==> config.mk <==
export PLATFORM = sky130hd
export DESIGN_NAME = scc_conv
export DESIGN_NICKNAME = d
export VERILOG_FILES = /design/src/scc_pkg.sv /design/src/scc_buf.sv /design/src/scc_decim.sv /design/src/scc_conv.sv
export SDC_FILE = /design/constraint.sdc
export NUM_CORES = 1
export LEC_CHECK = 0
export BUFFER_PORTS_ARGS = -buffer_cell sky130_fd_sc_hd__buf_4
export CAP_MARGIN = 20
export CELL_PAD_IN_SITES_DETAIL_PLACEMENT = 1
export CELL_PAD_IN_SITES_GLOBAL_PLACEMENT = 1
export CORE_MARGIN = 4
export CORE_UTILIZATION = 53
export DETAILED_ROUTE_END_ITERATION = 7
export HOLD_SLACK_MARGIN = 0.1
export PLACE_DENSITY_LB_ADDON = 0.1
export SETUP_SLACK_MARGIN = 0.2
export SYNTH_ARGS = -nofsm -noshare
export SYNTH_HDL_FRONTEND = slang
export SYNTH_SLANG_ARGS = --single-unit
export TNS_END_PERCENT = 20
==> constraint.sdc <==
create_clock -name sys_clk -period 11.5 [get_ports sys_clk]
set_clock_uncertainty 0.2 [all_clocks]
set_input_delay 2.3 -clock sys_clk [delete_from_list [all_inputs] [get_ports sys_clk]]
set_output_delay 2.3 -clock sys_clk [all_outputs]
set_load 0.05 [all_outputs]
==> src/scc_pkg.sv <==
package scc_pkg;
  // ---------------------------------------------------------------
  // widths
  // ---------------------------------------------------------------
  localparam int RAW_W  = 32;
  localparam int DIFF_W = 14;
  localparam int CM_W   = 8;
  localparam int COMP_W = DIFF_W + CM_W;
  localparam int ACC_W  = RAW_W + 14;
  localparam int CNT_W  = 14;
  localparam int STEP_W = 5;
  // ---------------------------------------------------------------
  // positions and reset values
  // ---------------------------------------------------------------
  localparam logic [STEP_W-1:0] STEP_MSB   = 5'h1f;
  localparam logic [RAW_W-1:0]  RAW_HALF   = 32'h8000_0000;
  localparam logic [CM_W-1:0]   CM_SIGN    = 8'h80;
  localparam logic [RAW_W-1:0]  TRIAL_RST  = 32'h0000_0000;
  localparam int                DIFF_LSB   = RAW_W - DIFF_W;
  // log2 of decimation factor per select pattern {sel0,decim_select_1}
  localparam logic [3:0] SHIFT_00 = 4'h8;
  localparam logic [3:0] SHIFT_01 = 4'ha;
  localparam logic [3:0] SHIFT_10 = 4'hc;
  localparam logic [3:0] SHIFT_11 = 4'he;
  localparam int BUF_DEPTH = 2;
  localparam int CONV_CYC  = 32;

  typedef struct packed {
    logic [DIFF_W-1:0] diff;
    logic [CM_W-1:0]   cm;
  } scc_composite_t;
endpackage

==> src/scc_buf.sv <==
`timescale 1ns/100ps
module scc_buf
  import scc_pkg::*;
#(
  parameter int W     = 32,
  parameter int DEPTH = BUF_DEPTH
)(
  input  wire logic         sys_clk,   // clock
  input  wire logic         rstn,      // async reset, low
  input  wire logic         in_valid,  // word offered
  output logic              in_ready,  // room for a word
  input  wire logic [W-1:0] in_data,   // word in
  output logic              out_valid, // word held
  input  wire logic         out_ready, // drain takes it
  output logic [W-1:0]      out_data   // oldest word
);
  localparam int PW = $clog2(DEPTH);
  logic [W-1:0] mem [DEPTH];
  logic [PW:0]  wp;
  logic [PW:0]  rp;
  logic [PW:0]  next_wp;
  logic [PW:0]  next_rp;
  logic         push;
  logic         pop;

  // ---------------------------------------------------------------
  // pointers, extra bit tells full from empty
  // ---------------------------------------------------------------
  always_comb
  begin
    in_ready  = (wp[PW] == rp[PW]) || (wp[PW-1:0] != rp[PW-1:0]);
    out_valid = (wp != rp);
    out_data  = mem[rp[PW-1:0]];
    push      = in_valid && in_ready;
    pop       = out_valid && out_ready;
    next_wp   = push ? wp + 1'b1 : wp;
    next_rp   = pop ? rp + 1'b1 : rp;
  end

  always_ff @(posedge sys_clk or negedge rstn)
  begin
    if (!rstn)
    begin
      wp <= '0;
      rp <= '0;
    end
    else
    begin
      wp <= next_wp;
      rp <= next_rp;
    end
  end

  // storage needs no reset, valid is tracked by pointers
  always_ff @(posedge sys_clk)
  begin
    if (push)
      mem[wp[PW-1:0]] <= in_data;
  end
endmodule // scc_buf

==> src/scc_decim.sv <==
`timescale 1ns/100ps
module scc_decim
  import scc_pkg::*;
(
  input  wire logic             sys_clk,    // clock
  input  wire logic             rstn,       // async reset, low
  input  wire logic             in_valid,   // raw code offered
  output logic                  in_ready,   // filter accepts
  input  wire logic [RAW_W-1:0] in_data,    // raw code, signed
  input  wire logic [1:0]       sel,        // strap {sel0,decim_select_1}
  input  wire logic             sync_pulse, // phase reset
  output logic                  out_valid,  // one-cycle pulse
  output logic [RAW_W-1:0]      out_code    // filtered code
);
  logic signed [ACC_W-1:0] acc;
  logic signed [ACC_W-1:0] next_acc;
  logic [CNT_W-1:0]        cnt;
  logic [CNT_W-1:0]        next_cnt;
  logic [3:0]              shift;
  logic [3:0]              next_shift;
  logic                    strapped;
  logic                    pend;
  logic                    next_pend;
  logic                    next_valid;
  logic [RAW_W-1:0]        next_code;
  logic [CNT_W-1:0]        last;

  // ---------------------------------------------------------------
  // boxcar average and decimate
  // ---------------------------------------------------------------
  // dump cycle stalls the input; the buffer upstream absorbs it
  always_comb
  begin
    next_shift = shift;
    if (!strapped)
    begin
      unique case (sel)
        2'b00: next_shift = SHIFT_00;
        2'b01: next_shift = SHIFT_01;
        2'b10: next_shift = SHIFT_10;
        2'b11: next_shift = SHIFT_11;
      endcase
    end
    last       = CNT_W'((1 << shift) - 1);
    in_ready   = !pend && strapped;
    next_acc   = acc;
    next_cnt   = cnt;
    next_pend  = pend;
    next_valid = 1'b0;
    next_code  = out_code;
    if (sync_pulse)
    begin
      next_acc  = '0;
      next_cnt  = '0;
      next_pend = 1'b0;
    end
    else if (pend)
    begin
      next_code  = RAW_W'(acc >>> shift);
      next_valid = 1'b1;
      next_acc   = '0;
      next_pend  = 1'b0;
    end
    else if (in_valid && in_ready)
    begin
      next_acc = acc + ACC_W'(signed'(in_data));
      if (cnt == last)
      begin
        next_cnt  = '0;
        next_pend = 1'b1;
      end
      else
        next_cnt = cnt + 1'b1;
    end
  end

  always_ff @(posedge sys_clk or negedge rstn)
  begin
    if (!rstn)
    begin
      acc       <= '0;
      cnt       <= '0;
      pend      <= 1'b0;
      shift     <= SHIFT_00;
      strapped  <= 1'b0;
      out_valid <= 1'b0;
      out_code  <= '0;
    end
    else
    begin
      acc       <= next_acc;
      cnt       <= next_cnt;
      pend      <= next_pend;
      shift     <= next_shift;
      strapped  <= 1'b1;
      out_valid <= next_valid;
      out_code  <= next_code;
    end
  end
endmodule // scc_decim

==> src/scc_conv.sv <==
`timescale 1ns/100ps
module scc_conv
  import scc_pkg::*;
(
  input  wire logic             sys_clk,              // 20 MHz clock
  input  wire logic             rstn,                 // async reset, low
  input  wire logic             master_clk,           // conversion start level
  input  wire logic             sync_in,              // filter sync level
  input  wire logic             decim_select_0,       // strap bit 0
  input  wire logic             decim_select_1,       // strap bit 1
  input  wire logic             comp_keep,            // comparator: input >= dac
  input  wire logic [CM_W-1:0]  cm_code,              // common-mode code, offset binary
  input  wire logic             composite_shift_clock, // shift clock level
  output logic                  busy,                 // converting
  output logic                  track,                // sampling array tracks inputs
  output logic [RAW_W-1:0]      sampling_cap_dac,     // trial word to array
  output logic                  filtered_ready_n,     // low: new filtered code
  output logic [RAW_W-1:0]      filtered_code,        // filtered code
  output logic                  composite_serial_out  // composite bit out
);
  typedef enum logic [1:0] {ST_ACQ, ST_CONV, ST_DONE} scc_state_t;

  scc_state_t         st;
  scc_state_t         next_st;
  logic [STEP_W-1:0]  step;
  logic [STEP_W-1:0]  next_step;
  logic [RAW_W-1:0]   res;
  logic [RAW_W-1:0]   next_res;
  logic [RAW_W-1:0]   next_trial;
  logic               next_busy;
  logic               next_track;
  logic               mclk_q;
  logic               sync_q;
  logic               sck_q;
  logic               mclk_rise;
  logic               sync_rise;
  logic               sck_rise;
  logic               start;
  logic [RAW_W-1:0]   raw_code;
  scc_composite_t     comp_word;
  logic [COMP_W-1:0]  shreg;
  logic [COMP_W-1:0]  next_shreg;
  logic               next_sout;
  logic               next_frdy_n;
  logic               buf_in_ready;
  logic               buf_in_valid;
  logic               flt_valid;
  logic               flt_ready;
  logic [RAW_W-1:0]   flt_data;
  logic               flt_out_valid;
  logic [RAW_W-1:0]   flt_code;
  logic               handoff;

  // ---------------------------------------------------------------
  // edge detection on synchronous pins
  // ---------------------------------------------------------------
  always_ff @(posedge sys_clk or negedge rstn)
  begin
    if (!rstn)
    begin
      mclk_q <= 1'b0;
      sync_q <= 1'b0;
      sck_q  <= 1'b0;
    end
    else
    begin
      mclk_q <= master_clk;
      sync_q <= sync_in;
      sck_q  <= composite_shift_clock;
    end
  end

  assign mclk_rise = master_clk && !mclk_q;
  assign sync_rise = sync_in && !sync_q;
  assign sck_rise  = composite_shift_clock && !sck_q;
  // edges during a conversion are ignored, the host must not send them
  assign start     = mclk_rise && (st == ST_ACQ);

  // ---------------------------------------------------------------
  // output code forming
  // ---------------------------------------------------------------
  // flip msb to two's complement
  assign raw_code       = {~res[RAW_W-1], res[RAW_W-2:0]};
  // differential top bits, then common mode
  assign comp_word      = {raw_code[RAW_W-1:DIFF_LSB], cm_code ^ CM_SIGN};
  assign handoff        = (st == ST_DONE) && buf_in_ready;
  assign buf_in_valid   = (st == ST_DONE);

  // ---------------------------------------------------------------
  // successive approximation sequencer
  // ---------------------------------------------------------------
  // one bit per clock: 32 steps take 1.6 us, longer than a 1 Msps cycle
  always_comb
  begin
    next_st    = st;
    next_step  = step;
    next_res   = res;
    next_trial = sampling_cap_dac;
    next_busy  = busy;
    next_track = track;
    unique case (st)
      ST_ACQ:
      begin
        if (start)
        begin
          next_busy  = 1'b1;
          next_track = 1'b0;
          next_st    = ST_CONV;
          next_step  = STEP_MSB;
          next_res   = '0;
          next_trial = RAW_HALF;
        end
      end
      ST_CONV:
      begin
        next_res[step] = comp_keep;
        if (step == '0)
        begin
          next_st    = ST_DONE;
          next_trial = next_res;
        end
        else
        begin
          next_step  = step - 1'b1;
          next_trial = next_res | (RAW_W'(1) << (step - 1'b1));
        end
      end
      ST_DONE:
      begin
        // waits here while the buffer is full
        if (handoff)
        begin
          next_busy  = 1'b0;
          next_track = 1'b1;
          next_st    = ST_ACQ;
        end
      end
    endcase
  end

  always_ff @(posedge sys_clk or negedge rstn)
  begin
    if (!rstn)
    begin
      st               <= ST_ACQ;
      step             <= STEP_MSB;
      res              <= '0;
      sampling_cap_dac <= TRIAL_RST;
      busy             <= 1'b0;
      track            <= 1'b1;
    end
    else
    begin
      st               <= next_st;
      step             <= next_step;
      res              <= next_res;
      sampling_cap_dac <= next_trial;
      busy             <= next_busy;
      track            <= next_track;
    end
  end

  // ---------------------------------------------------------------
  // composite shifter and ready flag
  // ---------------------------------------------------------------
  // load wins over a shift edge in the same cycle
  always_comb
  begin
    next_shreg  = shreg;
    next_sout   = composite_serial_out;
    next_frdy_n = filtered_ready_n;
    if (handoff)
    begin
      next_shreg = comp_word;
      next_sout  = comp_word.diff[DIFF_W-1];
    end
    else if (sck_rise)
    begin
      next_shreg = {shreg[COMP_W-2:0], 1'b0};
      next_sout  = shreg[COMP_W-2];
    end
    if (start)
      next_frdy_n = 1'b1;
    if (flt_out_valid)
      next_frdy_n = 1'b0;
  end

  always_ff @(posedge sys_clk or negedge rstn)
  begin
    if (!rstn)
    begin
      shreg                <= '0;
      composite_serial_out <= 1'b0;
      filtered_ready_n     <= 1'b1;
      filtered_code        <= '0;
    end
    else
    begin
      shreg                <= next_shreg;
      composite_serial_out <= next_sout;
      filtered_ready_n     <= next_frdy_n;
      filtered_code        <= flt_out_valid ? flt_code : filtered_code;
    end
  end

  // ---------------------------------------------------------------
  // raw code path to the filter
  // ---------------------------------------------------------------
  // raw code to filter
  scc_buf #(
    .W     (RAW_W),
    .DEPTH (BUF_DEPTH)
  ) u_buf (
    .sys_clk   (sys_clk),
    .rstn      (rstn),
    .in_valid  (buf_in_valid),
    .in_ready  (buf_in_ready),
    .in_data   (raw_code),
    .out_valid (flt_valid),
    .out_ready (flt_ready),
    .out_data  (flt_data)
  );

  scc_decim u_decim (
    .sys_clk    (sys_clk),
    .rstn       (rstn),
    .in_valid   (flt_valid),
    .in_ready   (flt_ready),
    .in_data    (flt_data),
    .sel        ({decim_select_0, decim_select_1}),
    .sync_pulse (sync_rise),
    .out_valid  (flt_out_valid),
    .out_code   (flt_code)
  );
endmodule // scc_conv

---- Word level (Yosys, flattened, before mapping) ----
Memory sizes are Yosys's and may differ from the RTL's.
Cells that the tools add are included.
operators by class
  add/subtract/negate cells ............... 6
  order comparisons ....................... 2
  eq/ne operators ......................... 14
  shift-type cells ........................ 3
  multiplexer cells ....................... 42
  bitwise operators ....................... 4
  reduce and logical (&&, ||, !) cells .... 28
operators by type and width
  operator               count
  $mux 46                3
  $pmux 32 s2            2
  $mux 32                3
  $mux 14                4
  $add 46x32->46         1
  $sshr 46x4->32         1
  $mux 21                2
  $bwmux 32              1
  $or 32x32->32          1
  $shl 1x5->32 const A   1
  $mux 1                 16
  $pmux 4 s4             1
  $add 14x1->14 const B  1
  $eq 14x14->1           1
  $shl 1x4->14 const A   1
  $sub 14x2->14 const B  1
  $mux 5                 2
  $ne 2x2->1 const B     5
  $pmux 5 s2             1
  $reduce_bool 2->1      5
  $reduce_and 3->1       3
  $logic_and 1x1->1      8
  $eq 2x2->1 const B     3
  $lt 5x6->1 const B     1
  18 further kinds       31
storage, ports and cells
  flip-flop bits (word level) ............. 234
  bits in writable memories ............... 64
  input bits .............................. 16
  output and inout port bits .............. 68
  word-level logic and storage cells ...... 122
  memories kept ........................... 1
memory list
  name       words  width  read ports  clocked after memory_dff  wr ports  line           RTL
  u_buf.mem  2      32     1           0                         1         scc_buf.sv:18  logic [W-1:0] mem [DEPTH];

---- Depth between registers and ports, before layout ----
Gate-level depths: netlist of the first run.
  depth after elaboration ................. 8
  mapped depth ............................ 15
  mapped depth without buffers ............ 14

---- By module ----
From an unflattened synthesis of the first run, not the netlist that was laid out.
second synthesis, totals
  cells, all modules ...................... 1467
  area, all modules ....................... 15935.3 µm²
modules (own cells, without submodules)
  module     instances  cells each  area each (µm²)
  scc_decim  1          796         7166.9
  scc_conv   1          544         6202.2
  scc_buf    1          127         2566.2

---- Least setup slack after synthesis of the first run ----
Ideal clock, no wire load.
  kind .................................... register -> register
  from .................................... reg u_buf.rp[0]
  to ...................................... reg u_decim.acc[45]
  arrival time ............................ 3.540 ns
  required time ........................... 11.162 ns
  slack ................................... 7.622 ns
  stages on the path, launching flop included .. 15
  cells stage by stage .................... dfrtp_1 -> clkbuf_1 -> clkbuf_1 -> mux2_2 -> ha_1 -> a21o_1 -> a21o_1 -> a21oi_2 -> nor2_1 -> a2111oi_4 -> o21ai_4 -> a211oi_4 -> o21ai_2 -> a2111oi_0 -> a31oi_1
on the way
  cells in the longest elaborated chain, start to end .. 5
ends and longest elaborated chain
  what                    line             RTL
  from (decl)             scc_buf.sv:20    logic [PW:0] rp;
  from (signal assigned)  scc_buf.sv:50    rp <= next_rp;
  $mem_v2 2x32            --
  $add 46x32->46          scc_decim.sv:66  next_acc = acc + ACC_W'(signed'(in_data));
  $mux 46                 scc_decim.sv:64  else if (in_valid && in_ready)
  $mux 46                 scc_decim.sv:57  else if (pend)
  $mux 46                 scc_decim.sv:51  if (sync_pulse)
  to (signal assigned)    scc_decim.sv:91  acc <= next_acc;
  to (decl)               scc_decim.sv:15  logic signed [ACC_W-1:0] acc;
Parallel ways exist; a longest one is shown, timed or not. The select of a mux whose other input is x is not followed.
A chain may end at the register's enable or synchronous reset.

---- Worst setup path after layout of the first run ----
  from .................................... reg u_buf.rp[0]
  to ...................................... reg u_decim.acc[44]
Same word-level chain as after synthesis.

==> results of run 1 <==
==> metal layers <==
layer  track usage  vias to the layer above
li1              -                     5209
met1        0.3599                     5658
met2        0.4175                      223
met3       0.02607                       47
met4       0.04925                        0
met5             0                        -
==> worst register-to-register path, delay by kind of cell (launching register included) <==
kind | cells | cell delay (ns)
simple gates | 4 | 1.08
mux | 1 | 0.55
buf+inv | 1 | 0.47
compound gates | 5 | 1.02
xor+xnor | 1 | 0.11
fa+ha+maj | 1 | 0.56
flops | 1 | 0.38
==> worst paths after layout <==
kind,startpoint,endpoint,slack (ns),cells past startpoint
setup / recovery,u_buf.rp[0],u_decim.acc[44],7.01,13
hold / removal,u_decim.out_code[28],u_decim.out_code[28],0.28,2
setup reg to reg,u_buf.rp[0],u_decim.acc[44],7.01,13
hold reg to reg,u_decim.out_code[28],u_decim.out_code[28],0.28,2
max in group asynchronous,rstn,u_decim.cnt[7],7.30,3
min in group asynchronous,rstn,filtered_code[5],1.58,1
==> cell type report <==
class                           count  share of cell area
Clock inverter                     18             0.01430
Clock buffer                       39             0.04980
Timing Repair Buffer               98             0.04268
Multi-Input combinational cell    996              0.4157
Sequential cell                   296              0.4443
Inverter                           26            0.005605
Tap cell                          384             0.02759
==> cells by family after synthesis <==
group,count (synthesis)
flops,296
mux,156
fa+ha+maj,59
other cells,1
xor+xnor,61
buf+inv,108
simple gates,373
compound gates,346
==> sequential cells by signal, indices dropped and copies added, names as in the netlist, 2 cells and up <==
register and cells:
st 2, shreg 21, step 5, u_decim.cnt 14, res 32, sampling_cap_dac 32, u_buf.wp 2, filtered_code 32
u_buf.mem 64, u_decim.shift 2, u_buf.rp 2, u_decim.acc 46, u_decim.out_code 32
==> placed cells by master, fill, tap and decap left out, types with 31 or more instances in the layout <==
master     count
nor2_1        80
a21oi_1      106
nand3_1       52
buf_4         97
ha_1          58
mux2i_1       37
mux2_2        95
a221o_1       31
edfxtp_1      64
nand2_1      157
o21ai_0       76
xor2_1        31
a21o_1        61
dfrtp_1      224
clkbuf_16     32
==> power breakdown <==
part	switching, mW	internal [mW]	total [mW]
Combinational	1.04	0.641	1.68
Clock	0.418	0.666	1.08
Sequential	0.203	1.25	1.45
==> stage by stage <==
stage | hold WS (ns) | std cells | util
6_report | 0.2814 | 1857 | 0.6083
3_3_place_gp | 0.2635 | 1800 | 0.5693
2_1_floorplan | 0.2444 | 1400 | -
3_5_place_dp | 0.2767 | 1800 | 0.5693
4_1_cts | 0.2905 | 1857 | 0.6083
5_1_grt | 0.3156 | 1857 | 0.6083
==> impl_metrics.env, run 1 <==
export IMPL_ant_nets=0
export IMPL_tns_ns=0
export IMPL_io_buffer_count=83
export IMPL_fillerInstances=2986
export IMPL_root_buffer="clkbuf_16"
export IMPL_grt_pass1_vias=11660
export IMPL_critPathTopFamily="simple AND/OR/NAND/NOR gates"
export IMPL_leakage_nw=8.030
export IMPL_worstSkewPairLatency_ns=0.56
export IMPL_status="complete, no violations"
export IMPL_synth_edff_count=64
export IMPL_io_pins=84
export IMPL_synth_warnings=0
export IMPL_synthCells=1400
export IMPL_worst_setup_path_start_kind="flop"
export IMPL_worstSetupPathType="reg -> reg"
export IMPL_fp_row_count=62
export IMPL_ys_top_cells_by_count="dfrtp_1 (225), nand2_1 (157), a21oi_1 (107)"
export IMPL_area_growth_pct=13.28
export IMPL_antenna_found_initial=0
export IMPL_viasPerCell=5.997
export IMPL_synth_area_leaders="dfrtp_1 (37%), edfxtp_1 (13%), mux2_2 (7.0%)"
export IMPL_met3_length_um=1401
export IMPL_power_density_nw_per_um2=241.7
export IMPL_crit_slowest_cell="ha_1"
export IMPL_m1WireLength_um=18180
export IMPL_fin_nets=1524
export IMPL_die_area_um2=31790
export IMPL_ff_latch_area_um2=7737
export IMPL_cts_buffers=31
export IMPL_crit_buf_inv=1
export IMPL_fmax_mhz=222.9
export IMPL_synthMuxAreaShare=0.1289
export IMPL_placed_cell_area_um2=16300
export IMPL_core_um2=28630
export IMPL_ys_async_sr_fraction=0.7838
export IMPL_setup_viol=0
export IMPL_hold_buffers=0
export IMPL_cts_setup_buffers=0
export IMPL_fp_dieH_um=178.3
export IMPL_worst_pin_slew_ns=0.9374
export IMPL_place_ws_ns=6.570
export IMPL_crit_path_cell_trace="mux2i_1 -> inv_1 -> ha_1 -> nand2_1 -> nor2_1 -> nand3_1 -> or3b_2 -> o211ai_1 -> a31oi_1 -> o31a_1 -> o31ai_1 -> xor2_1 -> a22o_1"
export IMPL_cts_resized=0
export IMPL_vdd_drop_max_mv=0.2123
export IMPL_drc=0
export IMPL_crit_fanout=15
export IMPL_max_stage_delay_ns=0.56
export IMPL_routabilityCongestion=0.8917
export IMPL_highest_layer="met4"
export IMPL_synth_top_family_by_area="compound AO/OA/AOI/OAI gates"
export IMPL_ys_ff_latch=296
export IMPL_synth_adder_area_share=0.04851
export IMPL_power_total_mw=4.209
export IMPL_yosysSeqAreaShare=0.5033
export IMPL_die_w_um=178.3
export IMPL_path_clk_slew_ns=0.06
export IMPL_end_kind="flop"
export IMPL_cp_required_ns=11.73
export IMPL_syn_avg_cell_area_um2=10.98
export IMPL_synth_xor_area_share=0.03476
export IMPL_vias=11140
export IMPL_yosys_area_top_type="dfrtp_1"
export IMPL_yosys_area_share_simple=0.1079
export IMPL_grt_pass1_wl_um=64160
export IMPL_final_area_um2=17410
export IMPL_max_slew_margin_rel=0.3744
export IMPL_grtUsageTotal=0.2499
export IMPL_syn_area_um2=15370
export IMPL_initial_core_util=0.5370
export IMPL_cts_tree="built"
export IMPL_dr_pass1_iters=5
export IMPL_ys_types=69
export IMPL_wl_per_cell_um=21.06
export IMPL_drt_initial_drc_count=716
export IMPL_hold_path_class="reg -> reg"
export IMPL_fin_crit_sh=0.3902
export IMPL_synth_flop_cell="dfrtp_1"
export IMPL_totalWireLength_um=39110
export IMPL_cp_arrival_ns=4.72
export IMPL_multi_input_area_um2=7238
export IMPL_finalHoldViolCount=0
export IMPL_antenna_cells=0
export IMPL_maxCapViolCount=0
export IMPL_rsz0062_at_grt="no"
export IMPL_met2_length_um=18900
export IMPL_final_setup_worst_slack_ns=7.013
export IMPL_yosys_cell_count_top_type="dfrtp_1"
export IMPL_dpl_hpwl_um=26810
export IMPL_yosysTopAreaCellShare=0.3663
export IMPL_clock_sinks=296
export IMPL_drv_slew=0
export IMPL_synth_compound_area_frac=0.1493
export IMPL_synth_nets=1475
export IMPL_cts_max_path_buffers=3
export IMPL_layout_drive_gt1_share=0.2023
export IMPL_grt_overflow_total=0
export IMPL_grt_max_degree=104
export IMPL_h_tree_depth=1
export IMPL_layout_min_cycle_time_ns=4.487
No activity file was read; power rests on OpenSTA's default activity.
==> run 2: changes to the inputs <==
CORE_UTILIZATION = 50   (was 53)
clock period = 4.2 ns   (was 11.5 ns; I/O delays follow)
==> impl_metrics.env, run 2 (same netlist as run 1, synthesis figures left out) <==
export IMPL_grt_pass1_vias=11900
export IMPL_vdd_drop_max_mv=0.5407
export IMPL_critPathTopFamily="compound AO/OA/AOI/OAI gates"
export IMPL_power_density_nw_per_um2=660.1
export IMPL_antenna_found_initial=0
export IMPL_final_setup_worst_slack_ns=0.3692
export IMPL_cts_max_path_buffers=3
export IMPL_final_cell_mix="dfrtp_1 (223), nand2_1 (157), buf_4 (114), a21oi_1 (106), mux2_2 (95)"
export IMPL_crit_path_cell_trace="buf_6 -> mux2_2 -> ha_1 -> a21o_1 -> a21o_1 -> a21oi_2 -> nor2_1 -> a2111oi_4 -> o21ai_4 -> a211oi_4 -> o21ai_2 -> a2111oi_1 -> a31oi_1"
export IMPL_largest_reg_flops=64
export IMPL_worst_setup_path_start_kind="flop"
export IMPL_multi_input_area_um2=7252
export IMPL_cts_buffers=34
export IMPL_grt_overflow_total=0
export IMPL_fmax_mhz=261.0
export IMPL_cp_required_ns=4.37
export IMPL_cpMostUsedCell="a21o_1"
export IMPL_crit_slowest_cell="a211oi_4"
export IMPL_drv_slew=0
export IMPL_leakage_nw=8.123
export IMPL_layout_drive_gt1_share=0.2112
export IMPL_drc=0
export IMPL_fp_row_count=63
export IMPL_max_stage_delay_ns=0.46
export IMPL_wl_per_cell_um=20.87
export IMPL_grtUsageTotal=0.2399
export IMPL_core_um2=29950
export IMPL_routabilityCongestion=0.8690
export IMPL_die_w_um=183.3
export IMPL_path_clk_slew_ns=0.06
export IMPL_ant_nets=0
export IMPL_ff_latch_area_um2=7739
export IMPL_regToRegSetupSlack_ns=0.37
export IMPL_cp_arrival_ns=4.01
export IMPL_fin_nets=1546
export IMPL_io_pins=84
export IMPL_h_tree_depth=2
export IMPL_cts_tree="built"
export IMPL_cts_setup_buffers=0
export IMPL_fp_dieH_um=183.3
export IMPL_root_buffer="clkbuf_16"
export IMPL_initial_core_util=0.5132
export IMPL_worstSkewPairLatency_ns=0.51
export IMPL_status="complete, no violations"
export IMPL_finalHoldViolCount=0
export IMPL_holdWs_ns=0.1409
export IMPL_end_kind="flop"
export IMPL_setup_viol=0
export IMPL_fin_crit_sh=0.9121
export IMPL_cts_resized=0
export IMPL_grt_max_degree=90
export IMPL_hold_path_class="in -> async"
export IMPL_worst_pin_slew_ns=1.017
export IMPL_max_slew_margin_rel=0.3203
export IMPL_die_area_um2=33610
export IMPL_crit_buf_inv=1
export IMPL_reg2reg_from="u_buf.rp[0]"
export IMPL_crit_fanout=12
export IMPL_drt_initial_drc_count=602
export IMPL_io_buffer_count=83
export IMPL_hold_buffers=0
export IMPL_rsz0062_at_grt="yes"
export IMPL_final_common_cell="dfrtp_1"
export IMPL_totalWireLength_um=39370
export IMPL_viasPerCell=5.894
export IMPL_r2r_end="u_decim.acc[45]"
export IMPL_clock_sinks=296
export IMPL_dr_pass1_iters=5
export IMPL_vias=11120
export IMPL_tns_ns=0
export IMPL_dpl_hpwl_um=27730
export IMPL_layout_min_cycle_time_ns=3.831
export IMPL_reg2regPathDepth=13
export IMPL_grt_pass1_wl_um=65870
export IMPL_fin_util=0.5870
export IMPL_area_growth_pct=14.38
export IMPL_worstSetupPathType="reg -> reg"
export IMPL_power_total_mw=11.61
export IMPL_maxCapViolCount=0
export IMPL_place_ws_ns=0.3125
export IMPL_fillerInstances=3187
export IMPL_antenna_cells=0
## run 2: per-layer routing
metal  part of all wire  wire (um)  GRT usage
met5                  0          0          0
met3              0.036       1418    0.03233
met1               0.46      18290     0.3396
met4              0.016        621    0.04619
met2               0.48      19040     0.4023
## run 2: how the worst max path moves through the flow
stage	to	slack [ns]	startpoint	cells after the start
floorplan	u_decim.acc[45]	0.32	u_buf.rp[0]	14
global placement	u_decim.acc[45]	0.41	u_buf.rp[0]	13
detailed placement	u_decim.acc[45]	0.31	u_buf.rp[0]	13
CTS	u_decim.acc[45]	0.28	u_buf.rp[0]	13
global route	u_decim.acc[45]	0.15	u_buf.rp[0]	13
finish	u_decim.acc[45]	0.37	u_buf.rp[0]	13
## run 2: cell type report
cell class	count	area share
Clock buffer	52	0.05686
Clock inverter	9	0.005907
Inverter	26	0.005551
Multi-Input combinational cell	996	0.4125
Sequential cell	296	0.4401
Tap cell	390	0.02775
Timing Repair Buffer	117	0.05131
## run 2: worst reg2reg max path, delay by kind of cell (launching register included)
kind | cells | cell delay (ns)
compound gates | 9 | 2.09
fa+ha+maj | 1 | 0.36
buf+inv | 1 | 0.18
flops | 1 | 0.42
mux | 1 | 0.37
simple gates | 1 | 0.08
## run 2: per-stage QoR
step                      instance area (um^2)  cells
after floorplan                          15370   1400
after detailed placement                 16460   1825
after CTS                                17560   1886
after global routing                     17580   1886
final                                    17580   1886
after global placement                   16460   1825
## run 2: report_power, final
group | internal, mW | switching (mW) | leakage, nW | total [mW]
Sequential | 3.41 | 0.563 | 3.66 | 3.98
Combinational | 1.86 | 2.85 | 3.92 | 4.71
Clock | 1.77 | 1.15 | 0.544 | 2.92
